**config.mk**
```make
export PLATFORM = sky130hd
export DESIGN_NAME = jtag_debug_access_port
export DESIGN_NICKNAME = d
export VERILOG_FILES = /design/src/logic/dbg_tap_pkg.sv /design/src/logic/jtag_debug_access_port.sv /design/src/logic/dbg_fifo.sv
export SDC_FILE = /design/constraint.sdc
export NUM_CORES = 1
export LEC_CHECK = 0
export BUFFER_PORTS_ARGS = -buffer_cell sky130_fd_sc_hd__buf_2
export CAP_MARGIN = 0
export CELL_PAD_IN_SITES_DETAIL_PLACEMENT = 1
export CELL_PAD_IN_SITES_GLOBAL_PLACEMENT = 1
export CORE_MARGIN = 3
export CORE_UTILIZATION = 25
export DETAILED_ROUTE_END_ITERATION = 10
export PLACE_DENSITY = 0.39
export SLEW_MARGIN = 20
export SYNTH_ARGS = -nofsm -noshare
export SYNTH_HDL_FRONTEND = slang
export SYNTH_SLANG_ARGS = --single-unit
```
**constraint.sdc**
```tcl
create_clock -name clock -period 4.35 [get_ports clock]
set_input_delay 1.0875 -clock clock [delete_from_list [all_inputs] [get_ports clock]]
set_output_delay 1.0875 -clock clock [all_outputs]
set_load 0.03 [all_outputs]
```
**src/logic/dbg_tap_pkg.sv**
```systemverilog
package dbg_tap_pkg;
  // ************************************************************
  // tap states, widths and debug pulse timing
  // ************************************************************
  typedef enum logic [3:0] {
    st_reset, st_idle, st_sel_dr, st_cap_dr, st_shift_dr, st_exit1_dr, st_pause_dr,
    st_exit2_dr, st_upd_dr, st_sel_ir, st_cap_ir, st_shift_ir, st_exit1_ir,
    st_pause_ir, st_exit2_ir, st_upd_ir
  } tap_state_e;

  localparam int          IR_W         = 4;
  localparam int          DR_W         = 32;
  localparam int          FIFO_W       = 32;
  localparam int          FIFO_D       = 32;
  localparam logic [3:0]  IR_RESET     = 4'h1;
  localparam logic [3:0]  IR_CAPTURE   = 4'h1;
  localparam logic [3:0]  IR_BYPASS    = 4'hf;
  localparam logic [3:0]  IR_DBG_REQ   = 4'h7;
  localparam logic [3:0]  IR_DBG_DATA  = 4'h8;
  localparam int          ACK_CYCLES   = 3;
  localparam logic [1:0]  ACK_CNT_LAST = 2'(ACK_CYCLES - 1);
endpackage : dbg_tap_pkg

```
**src/logic/jtag_debug_access_port.sv**
```systemverilog
// Overview of operation
// RL1: test data input is taken on each rising test clock edge while shifting ir or dr.
// RL2: test mode select is taken on each rising test clock edge and steps the controller.
// RL3: test data output changes only on falling test clock edges.
// RL4: test data output is driven only in shift-ir and shift-dr, else released.
// RL5: the test reset input forces test-logic-reset at on_chip_debug_module, without a test clock edge.
// RL6: the host asserts test reset after power-up so the test logic starts initialized.
// RL7: an external debug request makes the core finish, save state, enter debug and wait.
// RL8: debug entry from request or breakpoint pulls the debug event pin for three cycles.
// RL9: the debug event pin is open drain: only pulled low, otherwise released.
// RL10: all other debug access goes through the four-wire test port.
// RL11: the controller is the full sixteen-state test access port state machine.
`timescale 1ns/10ps
`default_nettype none
module jtag_debug_access_port (
  // clock and reset
  input  wire logic                           clock,
  input  wire logic                           rst_b,
  // test access port pins
  input  wire logic                           tck,
  input  wire logic                           tms,
  input  wire logic                           tdi,
  input  wire logic                           trst_b,
  output logic                                tdo,
  output logic                                tdo_oe,
  // debug event pin, open drain
  input  wire logic                           debug_event_pin_in,
  output logic                                debug_event_pin_out,
  output logic                                debug_event_pin_oe,
  // core handshake
  output logic                                debug_req,
  input  wire logic                           core_instr_done,
  input  wire logic                           core_breakpoint,
  output logic                                core_in_debug,
  // debug command words to the core
  output logic                                cmd_valid,
  input  wire logic                           cmd_ready,
  output logic [dbg_tap_pkg::FIFO_W-1:0]      cmd_data,
  output logic                                cmd_overflow
);
  import dbg_tap_pkg::*;

  // ************************************************************
  // pin synchronisers
  // ************************************************************
  logic [2:0]  tck_s_ff;
  logic [1:0]  tms_s_ff;
  logic [1:0]  tdi_s_ff;
  logic [1:0]  trst_s_ff;
  logic [1:0]  de_s_ff;
  logic        tck_rise;
  logic        tck_fall;
  logic        trst_on;

  // two stages before use, third for edge detection
  always_ff @(posedge clock or negedge rst_b) begin
    if (!rst_b) begin
      tck_s_ff  <= '0;
      tms_s_ff  <= 2'h3;
      tdi_s_ff  <= 2'h3;
      trst_s_ff <= '0;
      de_s_ff   <= 2'h3;
    end else begin
      tck_s_ff  <= {tck_s_ff[1:0], tck};
      tms_s_ff  <= {tms_s_ff[0], tms};
      tdi_s_ff  <= {tdi_s_ff[0], tdi};
      trst_s_ff <= {trst_s_ff[0], trst_b};
      de_s_ff   <= {de_s_ff[0], debug_event_pin_in};
    end
  end

  assign tck_rise = tck_s_ff[1] && !tck_s_ff[2];
  assign tck_fall = !tck_s_ff[1] && tck_s_ff[2];
  // test reset acts from the synchronised pin only, no test clock edge needed
  assign trst_on  = !trst_s_ff[1];

  // ************************************************************
  // tap controller
  // ************************************************************
  tap_state_e st_ff;
  tap_state_e nxt_st;

  // standard sixteen-state next-state table
  always_comb begin
    nxt_st = st_ff;
    unique case (st_ff) // see RL11
      st_reset:    nxt_st = tms_s_ff[1] ? st_reset    : st_idle;
      st_idle:     nxt_st = tms_s_ff[1] ? st_sel_dr   : st_idle;
      st_sel_dr:   nxt_st = tms_s_ff[1] ? st_sel_ir   : st_cap_dr;
      st_cap_dr:   nxt_st = tms_s_ff[1] ? st_exit1_dr : st_shift_dr;
      st_shift_dr: nxt_st = tms_s_ff[1] ? st_exit1_dr : st_shift_dr;
      st_exit1_dr: nxt_st = tms_s_ff[1] ? st_upd_dr   : st_pause_dr;
      st_pause_dr: nxt_st = tms_s_ff[1] ? st_exit2_dr : st_pause_dr;
      st_exit2_dr: nxt_st = tms_s_ff[1] ? st_upd_dr   : st_shift_dr;
      st_upd_dr:   nxt_st = tms_s_ff[1] ? st_sel_dr   : st_idle;
      st_sel_ir:   nxt_st = tms_s_ff[1] ? st_reset    : st_cap_ir;
      st_cap_ir:   nxt_st = tms_s_ff[1] ? st_exit1_ir : st_shift_ir;
      st_shift_ir: nxt_st = tms_s_ff[1] ? st_exit1_ir : st_shift_ir;
      st_exit1_ir: nxt_st = tms_s_ff[1] ? st_upd_ir   : st_pause_ir;
      st_pause_ir: nxt_st = tms_s_ff[1] ? st_exit2_ir : st_pause_ir;
      st_exit2_ir: nxt_st = tms_s_ff[1] ? st_upd_ir   : st_shift_ir;
      st_upd_ir:   nxt_st = tms_s_ff[1] ? st_sel_dr   : st_idle;
    endcase
  end

  // state steps on rising test clock, test reset overrides
  always_ff @(posedge clock or negedge rst_b) begin
    if (!rst_b) begin
      st_ff <= st_reset;
    end else if (trst_on) begin
      st_ff <= st_reset; // see RL5
    end else if (tck_rise) begin
      st_ff <= nxt_st; // see RL2
    end
  end

  // ************************************************************
  // instruction and data shift paths
  // ************************************************************
  logic [IR_W-1:0] ir_sh_ff;
  logic [IR_W-1:0] ir_ff;
  logic [DR_W-1:0] dr_sh_ff;
  logic            byp_ff;
  logic            in_shift;
  logic            fifo_ready;
  logic            push_ff;
  logic [DR_W-1:0] push_data_ff;

  assign in_shift = (st_ff == st_shift_ir) || (st_ff == st_shift_dr);

  // instruction register, capture, shift, update
  always_ff @(posedge clock or negedge rst_b) begin
    if (!rst_b) begin
      ir_sh_ff <= '0;
      ir_ff    <= IR_RESET;
    end else if (trst_on) begin
      ir_ff <= IR_RESET; // see RL5
    end else if (tck_rise) begin
      unique case (st_ff)
        st_cap_ir:   ir_sh_ff <= IR_CAPTURE;
        st_shift_ir: ir_sh_ff <= {tdi_s_ff[1], ir_sh_ff[IR_W-1:1]}; // see RL1
        st_upd_ir:   ir_ff    <= ir_sh_ff;
        st_reset:    ir_ff    <= IR_RESET;
        default:     ir_ff    <= ir_ff;
      endcase
    end
  end

  // data registers; debug data words reach the core only via the port
  always_ff @(posedge clock or negedge rst_b) begin
    if (!rst_b) begin
      dr_sh_ff     <= '0;
      byp_ff       <= 1'b0;
      push_ff      <= 1'b0;
      push_data_ff <= '0;
    end else begin
      if (fifo_ready) begin
        push_ff <= 1'b0;
      end
      if (tck_rise && !trst_on) begin
        unique case (st_ff)
          st_cap_dr: begin
            dr_sh_ff <= '0;
            byp_ff   <= 1'b0;
          end
          st_shift_dr: begin
            dr_sh_ff <= {tdi_s_ff[1], dr_sh_ff[DR_W-1:1]}; // see RL1
            byp_ff   <= tdi_s_ff[1];
          end
          st_upd_dr: begin
            if (ir_ff == IR_DBG_DATA) begin
              push_ff      <= 1'b1; // see RL10
              push_data_ff <= dr_sh_ff;
            end
          end
          default: byp_ff <= byp_ff;
        endcase
      end
    end
  end

  // ************************************************************
  // test data output, falling edge only
  // ************************************************************
  always_ff @(posedge clock or negedge rst_b) begin
    if (!rst_b) begin
      tdo    <= 1'b0;
      tdo_oe <= 1'b0;
    end else if (trst_on) begin
      tdo_oe <= 1'b0;
    end else if (tck_fall) begin
      tdo_oe <= in_shift; // see RL4
      unique case (st_ff)
        st_shift_ir: tdo <= ir_sh_ff[0]; // see RL3
        st_shift_dr: tdo <= (ir_ff == IR_BYPASS) ? byp_ff : dr_sh_ff[0]; // see RL3
        default:     tdo <= tdo;
      endcase
    end
  end

  // ************************************************************
  // debug entry and event pin
  // ************************************************************
  logic       req_pend_ff;
  logic [1:0] ack_cnt_ff;
  logic       ack_on_ff;
  logic       enter;

  assign enter = !core_in_debug && ((req_pend_ff && core_instr_done) || core_breakpoint);

  // request from pin or instruction waits for the core to finish
  always_ff @(posedge clock or negedge rst_b) begin
    if (!rst_b) begin
      req_pend_ff   <= 1'b0;
      core_in_debug <= 1'b0;
      debug_req     <= 1'b0;
    end else begin
      if (enter) begin
        core_in_debug <= 1'b1; // see RL7
        req_pend_ff   <= 1'b0;
      end else if (!core_in_debug && !ack_on_ff &&
                   (!de_s_ff[1] || (ir_ff == IR_DBG_REQ))) begin
        req_pend_ff <= 1'b1; // see RL7
      end
      if (trst_on) begin
        core_in_debug <= 1'b0;
      end
      debug_req <= req_pend_ff && !enter;
    end
  end

  // three-cycle low pulse, never driven high
  always_ff @(posedge clock or negedge rst_b) begin
    if (!rst_b) begin
      ack_cnt_ff          <= '0;
      ack_on_ff           <= 1'b0;
      debug_event_pin_oe  <= 1'b0;
      debug_event_pin_out <= 1'b0;
    end else begin
      debug_event_pin_out <= 1'b0; // see RL9
      if (enter) begin
        ack_on_ff          <= 1'b1;
        ack_cnt_ff         <= '0;
        debug_event_pin_oe <= 1'b1; // see RL8
      end else if (ack_on_ff) begin
        if (ack_cnt_ff == ACK_CNT_LAST) begin
          ack_on_ff          <= 1'b0;
          debug_event_pin_oe <= 1'b0; // see RL8
        end else begin
          ack_cnt_ff <= ack_cnt_ff + 1'b1;
        end
      end
    end
  end

  a_ack_width: assert property (@(posedge clock) disable iff (!rst_b)
    $rose(debug_event_pin_oe) |-> debug_event_pin_oe[*3] ##1 !debug_event_pin_oe) // see RL8
    else $error("debug event pulse not three cycles");
  a_pin_low: assert property (@(posedge clock) disable iff (!rst_b)
    debug_event_pin_oe |-> !debug_event_pin_out) // see RL9
    else $error("debug event pin driven high");
  a_tdo_shift: assert property (@(posedge clock) disable iff (!rst_b)
    $rose(tdo_oe) |-> $past(in_shift)) // see RL4
    else $error("tdo enabled outside shift");
  a_tdo_edge: assert property (@(posedge clock) disable iff (!rst_b)
    $changed(tdo) |-> $past(tck_fall)) // see RL3
    else $error("tdo changed off falling edge");
  a_trst_now: assert property (@(posedge clock) disable iff (!rst_b)
    trst_on |=> st_ff == st_reset) // see RL5
    else $error("test reset did not reset controller");
  a_tms_step: assert property (@(posedge clock) disable iff (!rst_b)
    !tck_rise && !trst_on |=> $stable(st_ff)) // see RL2
    else $error("state moved without test clock");
  a_dbg_enter: assert property (@(posedge clock) disable iff (!rst_b)
    enter |=> core_in_debug && debug_event_pin_oe) // see RL7
    else $error("debug entry missing");
  a_shift_in: assert property (@(posedge clock) disable iff (!rst_b)
    tck_rise && !trst_on && st_ff == st_shift_dr |=> dr_sh_ff[DR_W-1] == $past(tdi_s_ff[1])) // see RL1
    else $error("tdi not shifted in");

  // ************************************************************
  // command word buffer
  // ************************************************************
  dbg_fifo #(
    .WIDTH (FIFO_W),
    .DEPTH (FIFO_D)
  ) u_cmd_fifo (
    .clock     (clock),
    .rst_b     (rst_b),
    .in_valid  (push_ff),
    .in_ready  (fifo_ready),
    .in_data   (push_data_ff),
    .out_valid (cmd_valid),
    .out_ready (cmd_ready),
    .out_data  (cmd_data)
  );

  // sticky flag when an update finds the buffer still busy
  always_ff @(posedge clock or negedge rst_b) begin
    if (!rst_b) begin
      cmd_overflow <= 1'b0;
    end else if (tck_rise && st_ff == st_upd_dr && push_ff && !fifo_ready) begin
      cmd_overflow <= 1'b1;
    end
  end
endmodule : jtag_debug_access_port
`default_nettype wire

```
**src/logic/dbg_fifo.sv**
```systemverilog
`timescale 1ns/10ps
`default_nettype none
module dbg_fifo #(
  parameter int WIDTH = 32,
  parameter int DEPTH = 32
) (
  // clock and reset
  input  wire logic             clock,
  input  wire logic             rst_b,
  // fill side
  input  wire logic             in_valid,
  output logic                  in_ready,
  input  wire logic [WIDTH-1:0] in_data,
  // drain side
  output logic                  out_valid,
  input  wire logic             out_ready,
  output logic [WIDTH-1:0]      out_data
);
  localparam int AW = $clog2(DEPTH);

  logic [WIDTH-1:0] mem_ff [DEPTH];
  logic [AW-1:0]    wr_ff;
  logic [AW-1:0]    rd_ff;
  logic [AW:0]      cnt_ff;
  logic             push;
  logic             pop;

  assign in_ready  = (cnt_ff != (AW+1)'(DEPTH));
  assign out_valid = (cnt_ff != '0);
  assign out_data  = mem_ff[rd_ff];
  assign push      = in_valid && in_ready;
  assign pop       = out_valid && out_ready;

  // storage write
  always_ff @(posedge clock) begin
    if (push) begin
      mem_ff[wr_ff] <= in_data;
    end
  end

  // pointers and fill count
  always_ff @(posedge clock or negedge rst_b) begin
    if (!rst_b) begin
      wr_ff  <= '0;
      rd_ff  <= '0;
      cnt_ff <= '0;
    end else begin
      if (push) begin
        wr_ff <= (wr_ff == AW'(DEPTH-1)) ? '0 : wr_ff + 1'b1;
      end
      if (pop) begin
        rd_ff <= (rd_ff == AW'(DEPTH-1)) ? '0 : rd_ff + 1'b1;
      end
      if (push && !pop) begin
        cnt_ff <= cnt_ff + 1'b1;
      end else if (pop && !push) begin
        cnt_ff <= cnt_ff - 1'b1;
      end
    end
  end
endmodule : dbg_fifo
`default_nettype wire

```
Word-level counts from Yosys, hierarchy flattened
Memory sizes are Yosys's and may differ from the RTL's.
Cells that the tools add are included.
{"block": "op_classes", "n_eq_ne": 27, "magnitude_cmp": 0, "n_mul": 0, "n_reduce_logical": 46, "div_mod_pow": 0, "n_addsub": 5, "n_bitwise": 0, "n_mux": 48, "shift": 0}
{"cell": "one-hot mux 32 bit (2 select lines)", "count": 1}
{"cell": "one-hot mux 4 bit (12 select lines)", "count": 1}
{"cell": "equality test 4 bit (second input constant)", "count": 10}
{"cell": "two-way mux 4 bit", "count": 8}
{"cell": "two-way mux 1 bit", "count": 22}
{"cell": "equality test 4 x 3 -> 1 bit (second input constant)", "count": 5}
{"cell": "one-hot mux 4 bit (2 select lines)", "count": 2}
{"cell": "logical AND 1 bit", "count": 15}
{"cell": "nonzero test 2 bit", "count": 7}
{"cell": "two-way mux 2 bit", "count": 6}
{"cell": "two-way mux 6 bit", "count": 2}
{"cell": "adder 5 x 1 -> 5 bit (second input constant)", "count": 2}
{"cell": "equality test 5 bit (second input constant)", "count": 2}
{"cell": "two-way mux 5 bit", "count": 2}
{"cell": "logical NOT 1 bit", "count": 9}
{"cell": "AND reduction 3 bit", "count": 3}
{"cell": "equality test 4 x 2 -> 1 bit (second input constant)", "count": 2}
{"cell": "AND reduction 2 bit", "count": 4}
{"cell": "adder 6 x 1 -> 6 bit (second input constant)", "count": 1}
{"cell": "two-way mux 3 bit", "count": 2}
{"cell": "inequality test 2 x 1 -> 1 bit (second input constant)", "count": 3}
{"cell": "inequality test 6 bit (second input constant)", "count": 1}
{"cell": "nonzero test 6 bit", "count": 1}
{"cell": "subtractor 6 x 1 -> 6 bit (second input constant)", "count": 1}
{"cell": "other kinds (10)", "count": 14}
{"block": "totals", "wordCells": 151, "rom_bits": 0, "n_memories": 1, "input_bits": 10, "mem_bits_rw": 1024, "register_bits": 115, "latchBits": 0}
{"name": "u_cmd_fifo.mem_ff", "words": 32, "width": 32, "read_ports": 1, "rd_ports_with_merged_regs": 0, "wr": 1, "line": "dbg_fifo.sv:21", "text": "logic [WIDTH-1:0] mem_ff [DEPTH];"}

Depth between registers and ports, before layout
{"block": "depth", "word_depth": 6, "mapped_depth": 10}

By module
From an unflattened synthesis, not the netlist that was laid out.
{"block": "unflattened", "cells_unflattened": 2126, "hier_area_um2": 43668.1}
{"mod": "dbg_fifo", "area_each_um2": 39759.4, "seq_area_each_um2": 31149.9, "cells_per_inst": 1826, "n_inst": 1}
{"mod": "jtag_debug_access_port", "area_each_um2": 3908.7, "seq_area_each_um2": 2461.1, "cells_per_inst": 300, "n_inst": 1}

Worst setup path after synthesis
No wires, ideal clock.
{"block": "synth_timing", "kind": "register -> output", "start": "register u_cmd_fifo.rd_ff[3]", "end": "output port cmd_data[30] (netlist bit)", "n_path_buf": 2, "stages_incl_launch_ff": 6, "t_arrival_ps": 2207, "setup_slack_ps": 1056, "required_time_ps": 3263, "path_cell_list": "dfrtp_1 buf_2 nor2_1 clkbuf_1 a211oi_1 a311oi_1"}
{"block": "synth_between", "elab_chain_len": 1}
{"item": "start, declared", "line": "dbg_fifo.sv:23", "text": "logic [AW-1:0] rd_ff;"}
{"item": "start signal, assigned", "line": "dbg_fifo.sv:52", "text": "rd_ff <= (rd_ff == AW'(DEPTH-1)) ? '0 : rd_ff + 1'b1;"}
{"item": "memory (32 x 32 bit)"}
{"item": "end, declared", "line": "jtag_debug_access_port.sv:38", "text": "output logic [dbg_tap_pkg::FIFO_W-1:0] cmd_data,"}
Every way passes these cells.

Worst setup path in the final report
{"block": "layout_timing", "start": "register u_cmd_fifo.rd_ff[0]", "end": "output port cmd_data[29] (netlist bit)"}
Same word-level chain as after synthesis.

==> summary.md <==
| Metric | Value |
|---|---|
| Synth top cells by count | `edfxtp_1 (1,024), mux4_2 (192), mux2i_1 (134), dfrtp_1 (107), a21oi_1 (66)` |
| CTS tree | `yes` |
| Final worst-path cycle share | `0.9790` |
| Syn Nets | `2,147` |
| Synth warn | `0` |
| Pwr per Cell Area | `428.9 nW/µm²` |
| Clock Skews | `0.02633 ns` |
| Latest clock arrival within the worst-skew pair | `0.76 ns` |
| Int Pwr | `17.96 mW` |
| IO Pins | `50` |
| Inserted Clock Buffers | `135` |
| Dpl cell area | `between 40,000 and 50,000 µm²` |
| Core Box Area | `174,000 µm²` |
| Initial antenna violation count | `1` |
| Switching part of the total power | `0.2050` |
| CTS H-tree lvls | `4` |
| First-pass GRT wire length | `approximately 190,000 µm` |
| Post-layout minimum cycle time | `4.259 ns` |
| Share of the synthesized area in the top cell type | `0.7015` |
| Initial DRC count | `about 1,700` |
| HPWL Detailed | `approximately 70,000 µm` |
| Net Switching | `4.631 mW` |
| Clock Path Buffers | `3` |
| Clk sink count | `1,138` |
| Synth Flop Type | `edfxtp_1` |
| Register area share after synthesis | `0.7667` |
| Max-Cap Viols | `0` |
| Cell with the most instances after synthesis | `edfxtp_1` |
| Multi-input combinational cell area | `10,110 µm²` |
| Die X | `424.7 µm` |
| Avg WL per Cell | `28.70 µm` |
| Initial DRT Pass Iterations | `5` |
| Pin count of the biggest net entering global routing | `51` |
| Synth Area per Inst | `~21 µm²` |
| WP data arrival | `3.17 ns` |
| Via count | `between 20,000 and 25,000` |
| Pins Over Slew Limit | `0` |
| DR vias/cell | `4.639` |
| Power Total | `22.59 mW` |
| Total Die Area | `~180,000 µm²` |
| Gr ovfl total | `0` |
| Core Util, Final | `0.3027` |
| Initial core utilization | `0.2519` |
| Mapped Area | `43,840 µm²` |
| Die Ht | `424.7 µm` |
| Final net count | `2,351` |
| Worst Hold Class | `in2async` |
| Number of routed nets with antenna violations | `0` |
| Critical Path Source Type | `flip-flop` |
| Sequential power share | `0.523` |
| Share of layout cells above drive strength 1 | `0.2840` |
| Vias in the first global route | `about 24,000` |
| Comb pwr share | `0.006` |
| Leakage | `14.75 nW` |
| Crit path capture type | `primary output` |
| Clock network power share | `0.471` |
| Worst Path Required | `3.26 ns` |
| Post-synth ARST share | `0.1002` |
| Synth Register Bits | `~1,100` |
| Worst-Margin Slew | `1.097 ns` |
| Synth unique cells | `approximately 60` |
| Top cells by area, synth | `edfxtp_1 (70%), mux4_2 (9.9%), dfrtp_1 (6.1%)` |
| Port bufs | `48` |
| DRC Markers | `0` |
| Hold Vio Cnt, Final | `0` |
| Overall routed net length | `approximately 140,000 µm` |
| Worst-path fanout max | `14` |
| Area leader, netlist | `edfxtp_1` |
| EDFF count, synth | `about 1,000` |
| Critical path class | `reg2out` |
| Status | `completed` |
| Number of fill cells in the layout | `17,417` |
| Final setup fails | `0` |
| Root Buffer | `clkbuf_16` |
| FP Rows | `153` |
| FF+latch area | `33,630 µm²` |
| Reg clk slew, reported paths | `0.05 ns` |
| Synth-to-Final Area Change | `20.15%` |
| Design Area, Final | `around 53,000 µm²` |
| Worst rel slew slack | `0.2687` |
| VDD IR max | `346.9 µV` |
| Fmax | `234.8 MHz` |
| GRT Total Usage | `0.1514` |
| FF-to-FF path depth | `9` |
| Syn Inst Count | `2,123` |
| Placer Congestion | `0.6933` |
## power groups by stage
stage               clock network [mW]  registers [mW]  logic [mW]
finish                            10.6            11.8       0.139
CTS                               11.0            11.8       0.143
floorplan                            0            12.0      0.0760
detailed placement                   0            12.0       0.142
global route                      11.4            11.8       0.159
global placement                     0            12.0       0.136
## logic make-up after synthesis
group,Yosys count,synth area share
AOI/OAI and AO/OA,311,0.05469
muxes,362,0.1385
other,1,0.00008555
and+or+nand+nor,152,0.01810
adders and majority gates,14,0.004167
DFF,1138,0.7667
xor gates and xnor gates,6,0.001199
buffers and inverters,139,0.01653
## path summary, 6_finish.rpt
check                                                  from                                to  slack, ns
max                         u_cmd_fifo.rd_ff[0]$_DFFE_PN0P_                      cmd_data[29]       0.09
min                                                   rst_b         ack_cnt_ff[0]$_DFFE_PN0P_       0.30
max reg2reg                u_cmd_fifo.cnt_ff[1]$_DFFE_PN0P_  u_cmd_fifo.cnt_ff[5]$_DFFE_PN0P_       0.94
min reg2reg                          trst_s_ff[0]$_DFF_PN0_            trst_s_ff[1]$_DFF_PN0_       0.35
max in group asynchronous                             rst_b             tdi_s_ff[1]$_DFF_PN1_       3.13
min in group clock                   trst_s_ff[0]$_DFF_PN0_            trst_s_ff[1]$_DFF_PN0_       0.35
## layer usage
layer,wire length (µm),GRT usage
met1,61460,0.2015
met2,67390,0.2545
met3,4490,0.02395
met4,3260,0.04475
met5,13,0
## stage by stage
step                setup TNS (ns)  worst slack, ns  cells  hold slack (ns)
global placement                 0           0.5248   4483           0.3359
finish                           0          0.09142   4760           0.2990
detailed placement               0           0.5628   4483           0.3373
floorplan                        0            1.056   2123           0.3312
global route             -0.002192        -0.001494   4758           0.2968
CTS                       -0.01235        -0.009196   4755           0.2491
## final cells by class
type,instances,share of cell area
sequential,1138,0.6386
multi-input combinational,846,0.1919
clock buffer,182,0.06925
tap,2325,0.05523
timing repair buffer,191,0.03542
clock inverter,61,0.008505
inverter,15,0.001069
antenna,2,0.00009502
## layout by cell type, fill, tap and decap left out, types with 8 or more instances in the layout
cell / count
nor2_4: 33
a22oi_1: 43
nand2_1: 27
buf_2: 44
nor4_1: 8
clkbuf_1: 40
o21ai_0: 24
mux4_2: 192
nand3_1: 11
inv_1: 14
clkinv_2: 16
nor2_1: 9
inv_6: 9
a21oi_1: 61
clkbuf_16: 137
clkinv_1: 27
buf_6: 11
o22ai_1: 26
o221ai_1: 36
nand3b_1: 8
nand2b_1: 8
ha_1: 13
edfxtp_1: 1024
a22o_1: 56
buf_12: 18
nor2b_1: 14
a2111oi_4: 22
mux2i_1: 134
dfrtp_1: 98
buf_4: 103
mux2_2: 35
## flip-flops by register name (all words and copies together), names as in the netlist, 2 cells and up
register / flops
ack_cnt_ff: 2
de_s_ff: 2
dr_sh_ff: 32
ir_ff: 4
ir_sh_ff: 4
push_data_ff: 32
st_ff: 4
tck_s_ff: 3
tdi_s_ff: 2
tms_s_ff: 2
trst_s_ff: 2
u_cmd_fifo.cnt_ff: 6
u_cmd_fifo.mem_ff: 1024
u_cmd_fifo.rd_ff: 5
u_cmd_fifo.wr_ff: 5
## worst max-delay path: stages (launching register included)
cell and delay [ns]:
dfrtp_4 0.43, buf_4 0.14, buf_16 0.19, mux4_2 0.54, a211oi_1 0.66, a22oi_1 0.19
buf_2 0.24
## timing repair
action                     in CTS  in global routing
setup endpoints to repair      32                 15
pin swaps                       8                  3
hold buffers                    0                  0
buffers inserted               22                  3
resized for setup              48                 22
cloned                          7                  0
(Power assumes the default switching activity.)
